[config.mk]
export PLATFORM = sky130hd
export DESIGN_NAME = shlf_top
export DESIGN_NICKNAME = d
export VERILOG_FILES = /design/src/shlf_pkg.sv /design/src/shlf_top.sv /design/src/shlf_fifo.sv /design/src/shlf_uart_tx.sv
export SDC_FILE = /design/constraint.sdc
export NUM_CORES = 1
export LEC_CHECK = 0
export ABC_AREA = 1
export BUFFER_PORTS_ARGS = -buffer_cell sky130_fd_sc_hd__buf_4
export CAP_MARGIN = 20
export CORE_ASPECT_RATIO = 0.9
export CORE_UTILIZATION = 45
export DETAILED_ROUTE_END_ITERATION = 10
export HOLD_SLACK_MARGIN = 0.08
export PLACE_DENSITY = 0.62
export SETUP_SLACK_MARGIN = 0.3
export SLEW_MARGIN = 20
export SYNTH_ARGS = -nofsm -noshare
export SYNTH_HDL_FRONTEND = slang
export SYNTH_SLANG_ARGS = --single-unit
[constraint.sdc]
create_clock -name clk_i -period 4.9 [get_ports clk_i]
set_clock_uncertainty 0.15 [all_clocks]
set_input_delay 0.98 -clock clk_i [delete_from_list [all_inputs] [get_ports clk_i]]
set_output_delay 0.98 -clock clk_i [all_outputs]
set_load 0.005 [all_outputs]
[src/shlf_pkg.sv]
// Shared constants and types of the serial host-link framer
`default_nettype none
package shlf_pkg;
    localparam int CLK_HZ = 200_000_000;
    localparam int BAUD_1200 = 1200;
    localparam int BAUD_2400 = 2400;
    localparam int BAUD_4800 = 4800;
    localparam int BAUD_9600 = 9600;
    localparam int BAUD_19200 = 19200;
    localparam int DIV_W = 18;
    localparam int FIFO_DEPTH = 32;

    // Register byte addresses
    localparam logic [7:0] A_CTRL = 8'h00;
    localparam logic [7:0] A_TXDATA = 8'h04;
    localparam logic [7:0] A_CSUM = 8'h08;
    localparam logic [7:0] A_STAT = 8'h0C;
    localparam logic [7:0] A_RXDATA = 8'h10;
    localparam logic [7:0] A_CMD = 8'h14;

    // Bit positions
    localparam int TXD_LAST_BIT = 8;
    localparam int RXD_VALID_BIT = 8;
    localparam int CMD_GO_BIT = 0;
    localparam int CMD_STOP_BIT = 1;
    localparam int ST_BUSY_BIT = 0;
    localparam int ST_FULL_BIT = 1;
    localparam int ST_XOFF_BIT = 2;
    localparam int ST_CTS_BIT = 3;
    localparam int ST_RUN_BIT = 4;
    localparam int ST_REMOTE_BIT = 5;
    localparam int ST_RXV_BIT = 6;
    localparam int ST_LVL_LSB = 8;

    // Character codes
    localparam logic [7:0] B_STX = 8'h02;
    localparam logic [7:0] B_ETX = 8'h03;
    localparam logic [7:0] B_CR = 8'h0D;
    localparam logic [7:0] B_LF = 8'h0A;
    localparam logic [7:0] B_XON = 8'h11;
    localparam logic [7:0] B_XOFF = 8'h13;

    // Character frame: start, eight data, one stop
    localparam logic [3:0] LAST_BIT_IDX = 4'h9;

    localparam logic [2:0] BR_1200 = 3'h0;
    localparam logic [2:0] BR_2400 = 3'h1;
    localparam logic [2:0] BR_4800 = 3'h2;
    localparam logic [2:0] BR_9600 = 3'h3;
    localparam logic [2:0] BR_19200 = 3'h4;
    localparam logic [1:0] FL_NONE = 2'h0;
    localparam logic [1:0] FL_SW = 2'h1;
    localparam logic [1:0] FL_HW = 2'h2;
    localparam logic [1:0] FL_BOTH = 2'h3;
    localparam logic [1:0] TM_CR = 2'h0;
    localparam logic [1:0] TM_LF = 2'h1;
    localparam logic [1:0] TM_CRLF = 2'h2;

    typedef struct packed {
        logic remote;
        logic [1:0] term;
        logic csum_en;
        logic frame_en;
        logic [1:0] flow;
        logic [2:0] baud;
    } shlf_ctrl_t;
    localparam int CTRL_W = 10;
    localparam shlf_ctrl_t CTRL_RST = '{remote: 1'b0, term: TM_CR, csum_en: 1'b0,
        frame_en: 1'b0, flow: FL_NONE, baud: BR_9600};

    typedef struct packed {
        logic last;
        logic [7:0] data;
    } shlf_entry_t;

    typedef enum logic [2:0] {
        ST_IDLE = 3'h0,
        ST_STX = 3'h1,
        ST_PAY = 3'h2,
        ST_ETX = 3'h3,
        ST_CSH = 3'h4,
        ST_CSL = 3'h5,
        ST_TRM1 = 3'h6,
        ST_TRM2 = 3'h7
    } shlf_state_t;

    function automatic logic [DIV_W-1:0] baud_div(input logic [2:0] sel, input int clk_hz);
        case (sel)
            BR_1200: baud_div = DIV_W'(clk_hz / BAUD_1200);
            BR_2400: baud_div = DIV_W'(clk_hz / BAUD_2400);
            BR_4800: baud_div = DIV_W'(clk_hz / BAUD_4800);
            BR_19200: baud_div = DIV_W'(clk_hz / BAUD_19200);
            default: baud_div = DIV_W'(clk_hz / BAUD_9600);
        endcase
    endfunction : baud_div

    function automatic logic [31:0] wb_merge(input logic [31:0] old_v,
                                             input logic [31:0] new_v,
                                             input logic [3:0] sel);
        logic [31:0] m;
        m = {{8{sel[3]}}, {8{sel[2]}}, {8{sel[1]}}, {8{sel[0]}}};
        wb_merge = (old_v & ~m) | (new_v & m);
    endfunction : wb_merge
endpackage : shlf_pkg
`default_nettype wire

[src/shlf_top.sv]
// Serial host-link framer: Wishbone registers, string framing, flow control, remote gating
`timescale 1ns/1ps
`default_nettype none
module shlf_top
    import shlf_pkg::*;
#(
    parameter int DEPTH = shlf_pkg::FIFO_DEPTH,
    parameter int CLK_FREQ = shlf_pkg::CLK_HZ
) (
    input wire logic clk_i,
    input wire logic rst_i,
    input wire logic ce_i,
    input wire logic wb_cyc_i,
    input wire logic wb_stb_i,
    input wire logic wb_we_i,
    input wire logic [7:0] wb_adr_i,
    input wire logic [3:0] wb_sel_i,
    input wire logic [31:0] wb_dat_i,
    output logic [31:0] wb_dat_o,
    output logic wb_ack_o,
    input wire logic rxd_i,
    output logic txd_o,
    input wire logic cts_n_i,
    output logic rts_n_o,
    input wire logic local_go_i,
    input wire logic local_stop_i,
    input wire logic motion_done_i,
    output logic go_o,
    output logic abort_o,
    output logic running_o,
    output logic remote_o
);
    localparam int LW = $clog2(DEPTH) + 1;

    // Pin synchronisers: rxd, cts_n, local go, local stop
    logic [3:0] sy1_q;
    logic [3:0] sy2_q;
    logic rxd_prev_q;
    logic go_prev_q;
    logic stop_prev_q;
    wire logic rxd_s = sy2_q[0];
    wire logic cts_n_s = sy2_q[1];
    wire logic lgo_s = sy2_q[2];
    wire logic lstop_s = sy2_q[3];

    always_ff @(posedge clk_i) begin
        if (rst_i) begin
            sy1_q <= 4'h1;
            sy2_q <= 4'h1;
            rxd_prev_q <= 1'b1;
            go_prev_q <= 1'b0;
            stop_prev_q <= 1'b0;
        end else if (ce_i) begin
            sy1_q <= {local_stop_i, local_go_i, cts_n_i, rxd_i};
            sy2_q <= sy1_q;
            rxd_prev_q <= rxd_s;
            go_prev_q <= lgo_s;
            stop_prev_q <= lstop_s;
        end
    end

    // Registers
    shlf_ctrl_t ctrl_q;
    shlf_ctrl_t ctrl_d;
    logic [15:0] csum_q;
    logic [31:0] csum_w;
    logic ack_q;
    logic [31:0] dat_q;

    // Wishbone decode
    wire logic req = wb_cyc_i && wb_stb_i && !ack_q;
    wire logic hit_ctrl = wb_adr_i == A_CTRL;
    wire logic hit_txd = wb_adr_i == A_TXDATA;
    wire logic hit_csum = wb_adr_i == A_CSUM;
    wire logic hit_stat = wb_adr_i == A_STAT;
    wire logic hit_rxd = wb_adr_i == A_RXDATA;
    wire logic hit_cmd = wb_adr_i == A_CMD;
    wire logic fifo_wr_ready;
    // A full FIFO stalls the bus cycle rather than dropping payload
    wire logic ack_d = req && (!(hit_txd && wb_we_i) || fifo_wr_ready);
    wire logic wr_acc = ack_d && wb_we_i;
    wire logic rd_acc = ack_d && !wb_we_i;
    wire logic [31:0] ctrl_nw = wb_merge(32'(ctrl_q), wb_dat_i, wb_sel_i);
    wire logic cmd_go = wr_acc && hit_cmd && wb_sel_i[0] && wb_dat_i[CMD_GO_BIT];
    wire logic cmd_stop = wr_acc && hit_cmd && wb_sel_i[0] && wb_dat_i[CMD_STOP_BIT];
    assign csum_w = wb_merge({16'h0000, csum_q}, wb_dat_i, wb_sel_i);

    always_comb begin
        ctrl_d = shlf_ctrl_t'(ctrl_nw[CTRL_W-1:0]);
        // Unsupported rate codes keep the current rate
        if (ctrl_d.baud > BR_19200) ctrl_d.baud = ctrl_q.baud;
    end

    // Framer state and FIFO
    shlf_state_t st_q;
    shlf_state_t st_d;
    shlf_entry_t fifo_in;
    shlf_entry_t fifo_out;
    wire logic fifo_rd_valid;
    wire logic [LW-1:0] fifo_level;
    wire logic tx_ready;
    wire logic tx_start;
    logic [7:0] tx_byte;

    assign fifo_in = '{last: wb_dat_i[TXD_LAST_BIT], data: wb_dat_i[7:0]};

    shlf_fifo #(
        .W($bits(shlf_entry_t)),
        .D(DEPTH)
    ) u_fifo (
        .clk_i(clk_i),
        .rst_i(rst_i),
        .ce_i(ce_i),
        .wr_valid_i(req && wb_we_i && hit_txd),
        .wr_data_i(fifo_in),
        .wr_ready_o(fifo_wr_ready),
        .rd_valid_o(fifo_rd_valid),
        .rd_data_o(fifo_out),
        .rd_ready_i(tx_start && st_q == ST_PAY),
        .level_o(fifo_level)
    );

    // Receiver, used for flow-control characters and host bytes
    logic rx_busy_q;
    logic [3:0] rx_bit_q;
    logic [DIV_W-1:0] rx_cnt_q;
    logic [8:0] rx_sh_q;
    logic rx_valid_q;
    logic [7:0] rx_data_q;
    logic xoff_q;
    wire logic [DIV_W-1:0] div_w = baud_div(ctrl_q.baud, CLK_FREQ);
    wire logic rx_tick = rx_busy_q && rx_cnt_q == '0;
    wire logic rx_done = rx_tick && rx_bit_q == LAST_BIT_IDX && rxd_s;
    wire logic [7:0] rx_byte = rx_sh_q[8:1];
    wire logic sw_flow = ctrl_q.flow[0];
    wire logic hw_flow = ctrl_q.flow[1];
    wire logic rx_is_xon = sw_flow && rx_byte == B_XON;
    wire logic rx_is_xoff = sw_flow && rx_byte == B_XOFF;
    wire logic rx_store = rx_done && !rx_is_xon && !rx_is_xoff;
    wire logic rx_take = rd_acc && hit_rxd;

    always_ff @(posedge clk_i) begin
        if (rst_i) begin
            rx_busy_q <= 1'b0;
            rx_bit_q <= '0;
            rx_cnt_q <= '0;
            rx_sh_q <= '0;
        end else if (ce_i) begin
            if (!rx_busy_q) begin
                if (rxd_prev_q && !rxd_s) begin
                    rx_busy_q <= 1'b1;
                    rx_bit_q <= '0;
                    rx_cnt_q <= div_w >> 1; // Sample mid-bit
                end
            end else if (rx_tick) begin
                rx_cnt_q <= div_w - 1'b1;
                rx_sh_q <= {rxd_s, rx_sh_q[8:1]};
                rx_bit_q <= rx_bit_q + 1'b1;
                // Glitch that fails start check, or stop bit, ends the frame
                if ((rx_bit_q == '0 && rxd_s) || rx_bit_q == LAST_BIT_IDX) begin
                    rx_busy_q <= 1'b0;
                end
            end else begin
                rx_cnt_q <= rx_cnt_q - 1'b1;
            end
        end
    end

    always_ff @(posedge clk_i) begin
        if (rst_i) begin
            rx_valid_q <= 1'b0;
            rx_data_q <= '0;
            xoff_q <= 1'b0;
        end else if (ce_i) begin
            // New byte wins over a read in the same cycle
            if (rx_store) rx_valid_q <= 1'b1;
            else if (rx_take) rx_valid_q <= 1'b0;
            if (rx_store) rx_data_q <= rx_byte;
            if (!sw_flow) xoff_q <= 1'b0;
            else if (rx_done && rx_is_xoff) xoff_q <= 1'b1;
            else if (rx_done && rx_is_xon) xoff_q <= 1'b0;
        end
    end

    // Transmit gating by flow control
    wire logic flow_ok = !(sw_flow && xoff_q) && !(hw_flow && cts_n_s);
    wire logic st_sending = st_q != ST_IDLE && !(st_q == ST_PAY && !fifo_rd_valid);
    assign tx_start = st_sending && tx_ready && flow_ok;

    // Byte selection per state
    always_comb begin
        case (st_q)
            ST_STX: tx_byte = B_STX;
            ST_PAY: tx_byte = fifo_out.data;
            ST_ETX: tx_byte = B_ETX;
            ST_CSH: tx_byte = csum_q[15:8];
            ST_CSL: tx_byte = csum_q[7:0];
            ST_TRM1: tx_byte = (ctrl_q.term == TM_LF) ? B_LF : B_CR;
            ST_TRM2: tx_byte = B_LF;
            default: tx_byte = 8'h00;
        endcase
    end

    wire shlf_state_t after_etx = ctrl_q.csum_en ? ST_CSH : ST_TRM1;
    wire shlf_state_t after_pay = ctrl_q.frame_en ? ST_ETX : after_etx;

    always_comb begin
        st_d = st_q;
        case (st_q)
            ST_IDLE: if (fifo_rd_valid) st_d = ctrl_q.frame_en ? ST_STX : ST_PAY;
            ST_STX: if (tx_start) st_d = ST_PAY;
            ST_PAY: if (tx_start && fifo_out.last) st_d = after_pay;
            ST_ETX: if (tx_start) st_d = after_etx;
            ST_CSH: if (tx_start) st_d = ST_CSL;
            ST_CSL: if (tx_start) st_d = ST_TRM1;
            ST_TRM1: if (tx_start) st_d = (ctrl_q.term == TM_CRLF) ? ST_TRM2 : ST_IDLE;
            ST_TRM2: if (tx_start) st_d = ST_IDLE;
            default: st_d = ST_IDLE;
        endcase
    end

    shlf_uart_tx u_tx (
        .clk_i(clk_i),
        .rst_i(rst_i),
        .ce_i(ce_i),
        .div_i(div_w),
        .start_i(tx_start),
        .data_i(tx_byte),
        .ready_o(tx_ready),
        .txd_o(txd_o)
    );

    // Motion control gating
    logic run_q;
    logic go_q;
    logic abort_q;
    logic rts_n_q;
    wire logic go_evt = cmd_go || (lgo_s && !go_prev_q && !ctrl_q.remote);
    // Local stop stays live even in remote mode
    wire logic stop_evt = cmd_stop || (lstop_s && !stop_prev_q);

    always_ff @(posedge clk_i) begin
        if (rst_i) begin
            run_q <= 1'b0;
            go_q <= 1'b0;
            abort_q <= 1'b0;
            rts_n_q <= 1'b0;
        end else if (ce_i) begin
            abort_q <= stop_evt;
            go_q <= go_evt && !stop_evt;
            // Stop clears the run state; a later go starts afresh, never resumes
            if (stop_evt) run_q <= 1'b0;
            else if (go_evt) run_q <= 1'b1;
            else if (motion_done_i) run_q <= 1'b0;
            rts_n_q <= hw_flow && rx_valid_q;
        end
    end

    // Register writes and read data
    logic [31:0] stat_w;
    logic [31:0] rdata_w;

    always_comb begin
        stat_w = '0;
        stat_w[ST_BUSY_BIT] = st_q != ST_IDLE;
        stat_w[ST_FULL_BIT] = !fifo_wr_ready;
        stat_w[ST_XOFF_BIT] = xoff_q;
        stat_w[ST_CTS_BIT] = !cts_n_s;
        stat_w[ST_RUN_BIT] = run_q;
        stat_w[ST_REMOTE_BIT] = ctrl_q.remote;
        stat_w[ST_RXV_BIT] = rx_valid_q;
        stat_w[ST_LVL_LSB +: LW] = fifo_level;
    end

    always_comb begin
        if (hit_ctrl) rdata_w = 32'(ctrl_q);
        else if (hit_csum) rdata_w = {16'h0000, csum_q};
        else if (hit_stat) rdata_w = stat_w;
        else if (hit_rxd) rdata_w = {23'h000000, rx_valid_q, rx_data_q};
        else rdata_w = 32'h00000000;
    end

    always_ff @(posedge clk_i) begin
        if (rst_i) begin
            ctrl_q <= CTRL_RST;
            csum_q <= '0;
            ack_q <= 1'b0;
            dat_q <= '0;
            st_q <= ST_IDLE;
        end else if (ce_i) begin
            ack_q <= ack_d;
            if (rd_acc) dat_q <= rdata_w;
            if (wr_acc && hit_ctrl) ctrl_q <= ctrl_d;
            if (wr_acc && hit_csum) csum_q <= csum_w[15:0];
            st_q <= st_d;
        end
    end

    assign wb_ack_o = ack_q;
    assign wb_dat_o = dat_q;
    assign go_o = go_q;
    assign abort_o = abort_q;
    assign running_o = run_q;
    assign remote_o = ctrl_q.remote;
    assign rts_n_o = rts_n_q;
endmodule : shlf_top
`default_nettype wire

[src/shlf_fifo.sv]
// Flip-flop FIFO with valid/ready on both sides
`timescale 1ns/1ps
`default_nettype none
module shlf_fifo #(
    parameter int W = 9,
    parameter int D = 32,
    localparam int AW = $clog2(D)
) (
    input wire logic clk_i,
    input wire logic rst_i,
    input wire logic ce_i,
    input wire logic wr_valid_i,
    input wire logic [W-1:0] wr_data_i,
    output logic wr_ready_o,
    output logic rd_valid_o,
    output logic [W-1:0] rd_data_o,
    input wire logic rd_ready_i,
    output logic [AW:0] level_o
);
    // D must be a power of two: pointers wrap by overflow
    logic [W-1:0] mem_q [D];
    logic [AW-1:0] wp_q;
    logic [AW-1:0] rp_q;
    logic [AW:0] cnt_q;
    wire logic do_wr;
    wire logic do_rd;

    assign wr_ready_o = cnt_q != (AW+1)'(D);
    assign rd_valid_o = cnt_q != '0;
    assign rd_data_o = mem_q[rp_q];
    assign level_o = cnt_q;
    assign do_wr = wr_valid_i && wr_ready_o;
    assign do_rd = rd_valid_o && rd_ready_i;

    always_ff @(posedge clk_i) begin
        if (do_wr && ce_i) begin
            mem_q[wp_q] <= wr_data_i;
        end
    end

    always_ff @(posedge clk_i) begin
        if (rst_i) begin
            wp_q <= '0;
            rp_q <= '0;
            cnt_q <= '0;
        end else if (ce_i) begin
            if (do_wr) wp_q <= wp_q + 1'b1;
            if (do_rd) rp_q <= rp_q + 1'b1;
            cnt_q <= cnt_q + (AW+1)'(do_wr) - (AW+1)'(do_rd);
        end
    end
endmodule : shlf_fifo
`default_nettype wire

[src/shlf_uart_tx.sv]
// Asynchronous 8N1 character transmitter
`timescale 1ns/1ps
`default_nettype none
module shlf_uart_tx
    import shlf_pkg::*;
(
    input wire logic clk_i,
    input wire logic rst_i,
    input wire logic ce_i,
    input wire logic [shlf_pkg::DIV_W-1:0] div_i,
    input wire logic start_i,
    input wire logic [7:0] data_i,
    output logic ready_o,
    output logic txd_o
);
    logic [9:0] sh_q;
    logic [3:0] bit_q;
    logic [DIV_W-1:0] cnt_q;
    logic busy_q;

    assign ready_o = !busy_q;
    assign txd_o = sh_q[0];

    always_ff @(posedge clk_i) begin
        if (rst_i) begin
            busy_q <= 1'b0;
            sh_q <= '1;
            bit_q <= '0;
            cnt_q <= '0;
        end else if (ce_i) begin
            if (!busy_q) begin
                if (start_i) begin
                    busy_q <= 1'b1;
                    sh_q <= {1'b1, data_i, 1'b0};
                    bit_q <= '0;
                    cnt_q <= div_i - 1'b1;
                end
            end else if (cnt_q == '0) begin
                cnt_q <= div_i - 1'b1;
                sh_q <= {1'b1, sh_q[9:1]};
                if (bit_q == LAST_BIT_IDX) busy_q <= 1'b0;
                else bit_q <= bit_q + 1'b1;
            end else begin
                cnt_q <= cnt_q - 1'b1;
            end
        end
    end
endmodule : shlf_uart_tx
`default_nettype wire

# Word-level counts from Yosys, hierarchy flattened
# Memory sizes are Yosys's and may differ from the RTL's. A register that Yosys moved wholly into a read port is not among the register bits.
# Cells that the tools add are included.
# classes
n_addsub,9
n_lt_le_gt_ge,1
eq_ne,34
mux,56
bitwise,7
n_reduce_logical,93
# ops
operator,count
two-way mux 18 bit,6
case mux 18 bit (4 select lines),1
case mux 8 bit (7 select lines),1
"subtractor 18 x 1 -> 18 bit, second input constant",3
logical AND 1 bit,43
logical NOT 18 bit,2
two-way mux 3 bit,11
bitwise AND 16 bit,2
"equality test 8 x 5 -> 1 bit, second input constant",4
two-way mux 16 bit,2
two-way mux 10 bit,3
two-way mux 4 bit,7
case mux 3 bit (8 select lines),1
AND reduction 2 bit,11
two-way mux 1 bit,18
"inequality test 2 bit, second input constant",9
logical NOT 1 bit,17
"equality test 8 x 4 -> 1 bit, second input constant",2
NOT 16 bit,1
OR 16 bit,1
"equality test 3 bit, second input constant",5
two-way mux 14 bit,1
AND reduction 3 bit,4
"adder 5 x 1 -> 5 bit, second input constant",2
28 further kinds,43
# word_totals
reg_bits,168
ram_bits,288
output_inout_bits,39
wordCells,234
n_memories,1
# memory_table
memory,words,word_bits,read_ports,rd_ports_with_merged_regs,write_ports,line_no,rtl
u_fifo.mem_q,32,9,1,1,1,shlf_fifo.sv:21,logic [W-1:0] mem_q [D];

# Longest topological paths before layout
# logic_depth
word_depth,12
mapped_depth,18
depth_no_buf,18

# By module
# Synthesis repeated with hierarchy kept, for this count alone.
# unflattened
cells_unflattened,2387
area_unflattened_um2,20956.3
# modules_own_cells
module,n_inst,cells_per_inst,area_each_um2,seq_area_each_um2
shlf_fifo,1,1155,12859.8,9068.7
shlf_top,1,835,5705.5,2042.0
shlf_uart_tx,1,397,2391.0,640.6

# Worst setup path before layout
# OpenSTA, ideal clock, no wires.
# synth_path
kind,input port to flip-flop
from,in wb_adr_i[7]
to,"mem u_fifo.mem_q[19][0], enable pin"
arrival_time_ns,2.492
path_slack_ns,1.871
cell_stages,8
path_buffers,0
path_cell_list,nor2_1 > and2_1 > nand2_1 > nor2_1 > nand2_2 > inv_2 > nand3_1 > nor3_1
# synth_via
elab_chain_len,6
# synth_lines
element,line_no,rtl
start: declaration,shlf_top.sv:16,"input wire logic [7:0] wb_adr_i,"
equality test 8 x 3 -> 1 bit,shlf_top.sv:73,wire logic hit_txd = wb_adr_i == A_TXDATA;
logical AND 1 bit,shlf_top.sv:114,".wr_valid_i(req && wb_we_i && hit_txd),"
logical AND 1 bit,shlf_fifo.sv:32,assign do_wr = wr_valid_i && wr_ready_o;
logical AND 1 bit,shlf_fifo.sv:36,if (do_wr && ce_i) begin
two-way mux 1 bit,shlf_fifo.sv:36,
two-way mux 1 bit (implied by the code),shlf_fifo.sv:37,mem_q[wp_q] <= wr_data_i;
end: declaration,shlf_fifo.sv:21,
# Every way passes these cells.

# Worst setup path after layout
# layout_path
from,in wb_adr_i[7]
to,"mem u_fifo.mem_q[29][4], enable pin"
# Same word-level chain as after synthesis.

==> qor.yml <==
clock.fmax_mhz: 308
clock_latency_ns: 0.59
ys.warnings.count: 0
synth.distinct_cells: 50
whs_endpoint: "go_prev_q"
cts_made_buffers: 47
clock-root-buffer: "clkbuf_16"
wl_per_cell_um: 18.0
max_stage_delay_ns: 0.84
htree_num_levels: 2
drc_errors: 0
finalHoldViolCount: 0
worstPathCellList: "buf_4 > nor2_1 > and2_1 > nand2_1 > nor2_1 > nand2_2 > inv_2 > nand2_1 > nor2_1"
cts_setup_buffers: 0
place_hpwl_um: 32500
status: "completed"
slew_violations: 0
synthCells: 2231
synthesis.area_um2: 20300
vias_per_cell: 5.34
grt_usage: 0.228
cts.clk_slew.worst_paths_ns: 0.06
die_h_um: 203
path_class: "input port to register"
crit_fanout: 9
drt-total-wl_um: 52000
num_vias: 15400
maxCapViolCount: 0
die_area_um2: 46000
syn_avg_cell_area_um2: 9.10
finalSetupViolCount: 0
grt_max_degree: 168
numPortBuffers: 59
drtPass1Iterations: 5
start_kind: "input port"
grt_pass1_vias: 14300
synth_top_family_by_area: "simple AND/OR/NAND/NOR gates"
cts_tree: "built"
drt_first_iter_violations: 1269
rsz0062_at_grt: "false"
worst-path-buf-inv: 2
fin_hold_ws_ns: 0.306
clock_path_buffers: 3
r2r-end: "u_fifo.level_o[4]"
vdd_drop_max_mv: 0.318
layout.nets: 2328
placementRows: 73
cts.sinks: 443
fin_ws_ns: 1.65
critPathTopFamily: "simple AND/OR/NAND/NOR gates"
crit_top_cell: "nor2_1"
synthMuxAreaShare: 0
ioPinCount: 94
synth_fa_ha_area_frac: 0.0145
holdPathStages: 2
hold_start: "go_prev_q"
r2r_slack_ns: 1.71
ys.flop_type: "edfxtp_1"
ys_seq_area_frac: 0.579
areaGrowthSynthToFinish_pct: 11.7
grt_first_pass_wirelength_um: 80900
critPathRequiredTime_ns: 4.95
globalplace.congestion: 0.892
pre_cts_ws_ns: 1.02
synth_compound_area_frac: 0.112
setup_tns_ns: 0
die_w_um: 226
relSlewSlack: 0.362
initial_core_util: 0.458
synth_xor_area_frac: 0.0142
total_leakage_power_nw: 8.62
num_antenna_cells: 0
end_kind: "register"
ant_nets: 0
r2r_cells: 16
hold_buffers: 0
cp.arrival_ns: 3.30
post-route-period-util: 0.663
async_reset_ff_frac: 0
core_um2: 44300
cts_resized: 0
synth_simple_gate_area_frac: 0.210
fill_cells: 4075
slowest_stage: "nor2_1"
power.density_nw_per_um2: 448
ys_seq_elements: 443
grt_antenna_before_repair: 0
post-route-min-period_ns: 3.25
r2r-start: "u_fifo.level_o[3]"
synth_edf_count: 288
grt-ovfl-total: 0
drive_gt1_frac: 0.0870
tightest_slew_ns: 0.956
hold_path_class: "register to register"
-- cell type report --
type	instances	area, um^2	share of cell area
clock buffers	57	1240	0.0549
clock inverters	29	334	0.0147
inverters	220	832	0.0367
multi-input cells	1465	7180	0.317
flip-flops and latches	443	11800	0.518
well taps	600	751	0.0331
repair buffers	73	573	0.0253
-- state kept, by name (all words and copies together) (netlist names), 6 cells and up, named ones only --
register,cells
rx_cnt_q,18
rx_data_q,8
rx_sh_q,8
u_fifo.level_o,6
u_fifo.mem_q,288
u_tx.cnt_q,18
u_tx.sh_q,9
wb_dat_o,16
-- power breakdown --
part           internal (mW)  switching, mW
sequential              4.13          0.169
combinational          0.708           1.49
clock                   2.18           1.49
-- stage by stage --
step,std cells,util,area [um^2],power (mW)
after floorplan,2246,-,20400,6.01
final,2887,0.512,22700,10.2
after global routing,2887,0.512,22700,10.6
after global placement,2801,0.476,21100,6.49
after detailed placement,2801,0.476,21100,6.54
after CTS,2887,0.512,22700,10.2
-- cells by family after synthesis --
logic type | Yosys count
buf+inv | 338
xor+xnor | 33
simple gates | 967
flops | 443
other cells | 1
compound gates | 426
fa+ha+maj | 23
-- layout by cell type (no fill, tap or decap), types with 29 or more instances in the layout --
| cell type | n |
|---|---|
| o21ai_0 | 192 |
| xor2_1 | 29 |
| nand3_1 | 209 |
| edfxtp_1 | 288 |
| nor2_1 | 211 |
| o22ai_1 | 36 |
| clkbuf_16 | 47 |
| nand2_1 | 462 |
| dfxtp_1 | 153 |
| buf_4 | 71 |
| inv_1 | 199 |
| a21oi_1 | 140 |
-- cell usage after synthesis (all sizes together), types with 2 or more instances --
cell type	instances	area (um^2)
nand2	468	1780
edfxtp	288	8650
nor2	227	958
inv	216	816
nand3	213	1100
o21ai	213	1070
dfxtp	155	3100
a21oi	140	701
buf	64	382
clkbuf	54	203
o22ai	36	225
xor2	29	254
nor3	28	194
o211ai	24	185
ha	22	275
nand4	16	130
or2	6	37.5
a211oi	4	30.0
clkinv	4	15.0
nor3b	4	30.0
xnor2	4	35.0
nand3b	3	22.5
a31oi	2	12.5
and2	2	12.5
o21a	2	15.0
o21bai	2	15.0
o31ai	2	15.0
-- tightest hold or removal path, delay by kind of cell (launching register included) --
family	cells	cell delay, ns
buffers and inverters	1	0.06
AO/OA/AOI/OAI	1	0.06
flip-flops	1	0.29
-- worst max-delay path by stage --
stage                                to              start  slack, ns  depth (start not counted)
global route          u_fifo.level_o[4]  u_fifo.level_o[3]       1.48                         16
CTS                 u_fifo.mem_q[29][4]        wb_adr_i[7]       1.68                          9
global placement    u_fifo.mem_q[29][2]        wb_adr_i[7]       1.15                          9
finish              u_fifo.mem_q[29][4]        wb_adr_i[7]       1.65                          9
floorplan           u_fifo.mem_q[19][0]        wb_adr_i[7]       1.87                          8
detailed placement  u_fifo.mem_q[29][6]        wb_adr_i[7]       1.02                          9
-- metal layers --
metal | global-route usage | wire length [um] | vias up
met5 | 0 | 0 | -
li1 | - | - | 7567
met2 | 0.345 | 23000 | 440
met3 | 0.0339 | 3300 | 83
met4 | 0.0622 | 1090 | 0
met1 | 0.338 | 24600 | 7314
Note: power is estimated with default switching activity, not from simulation.
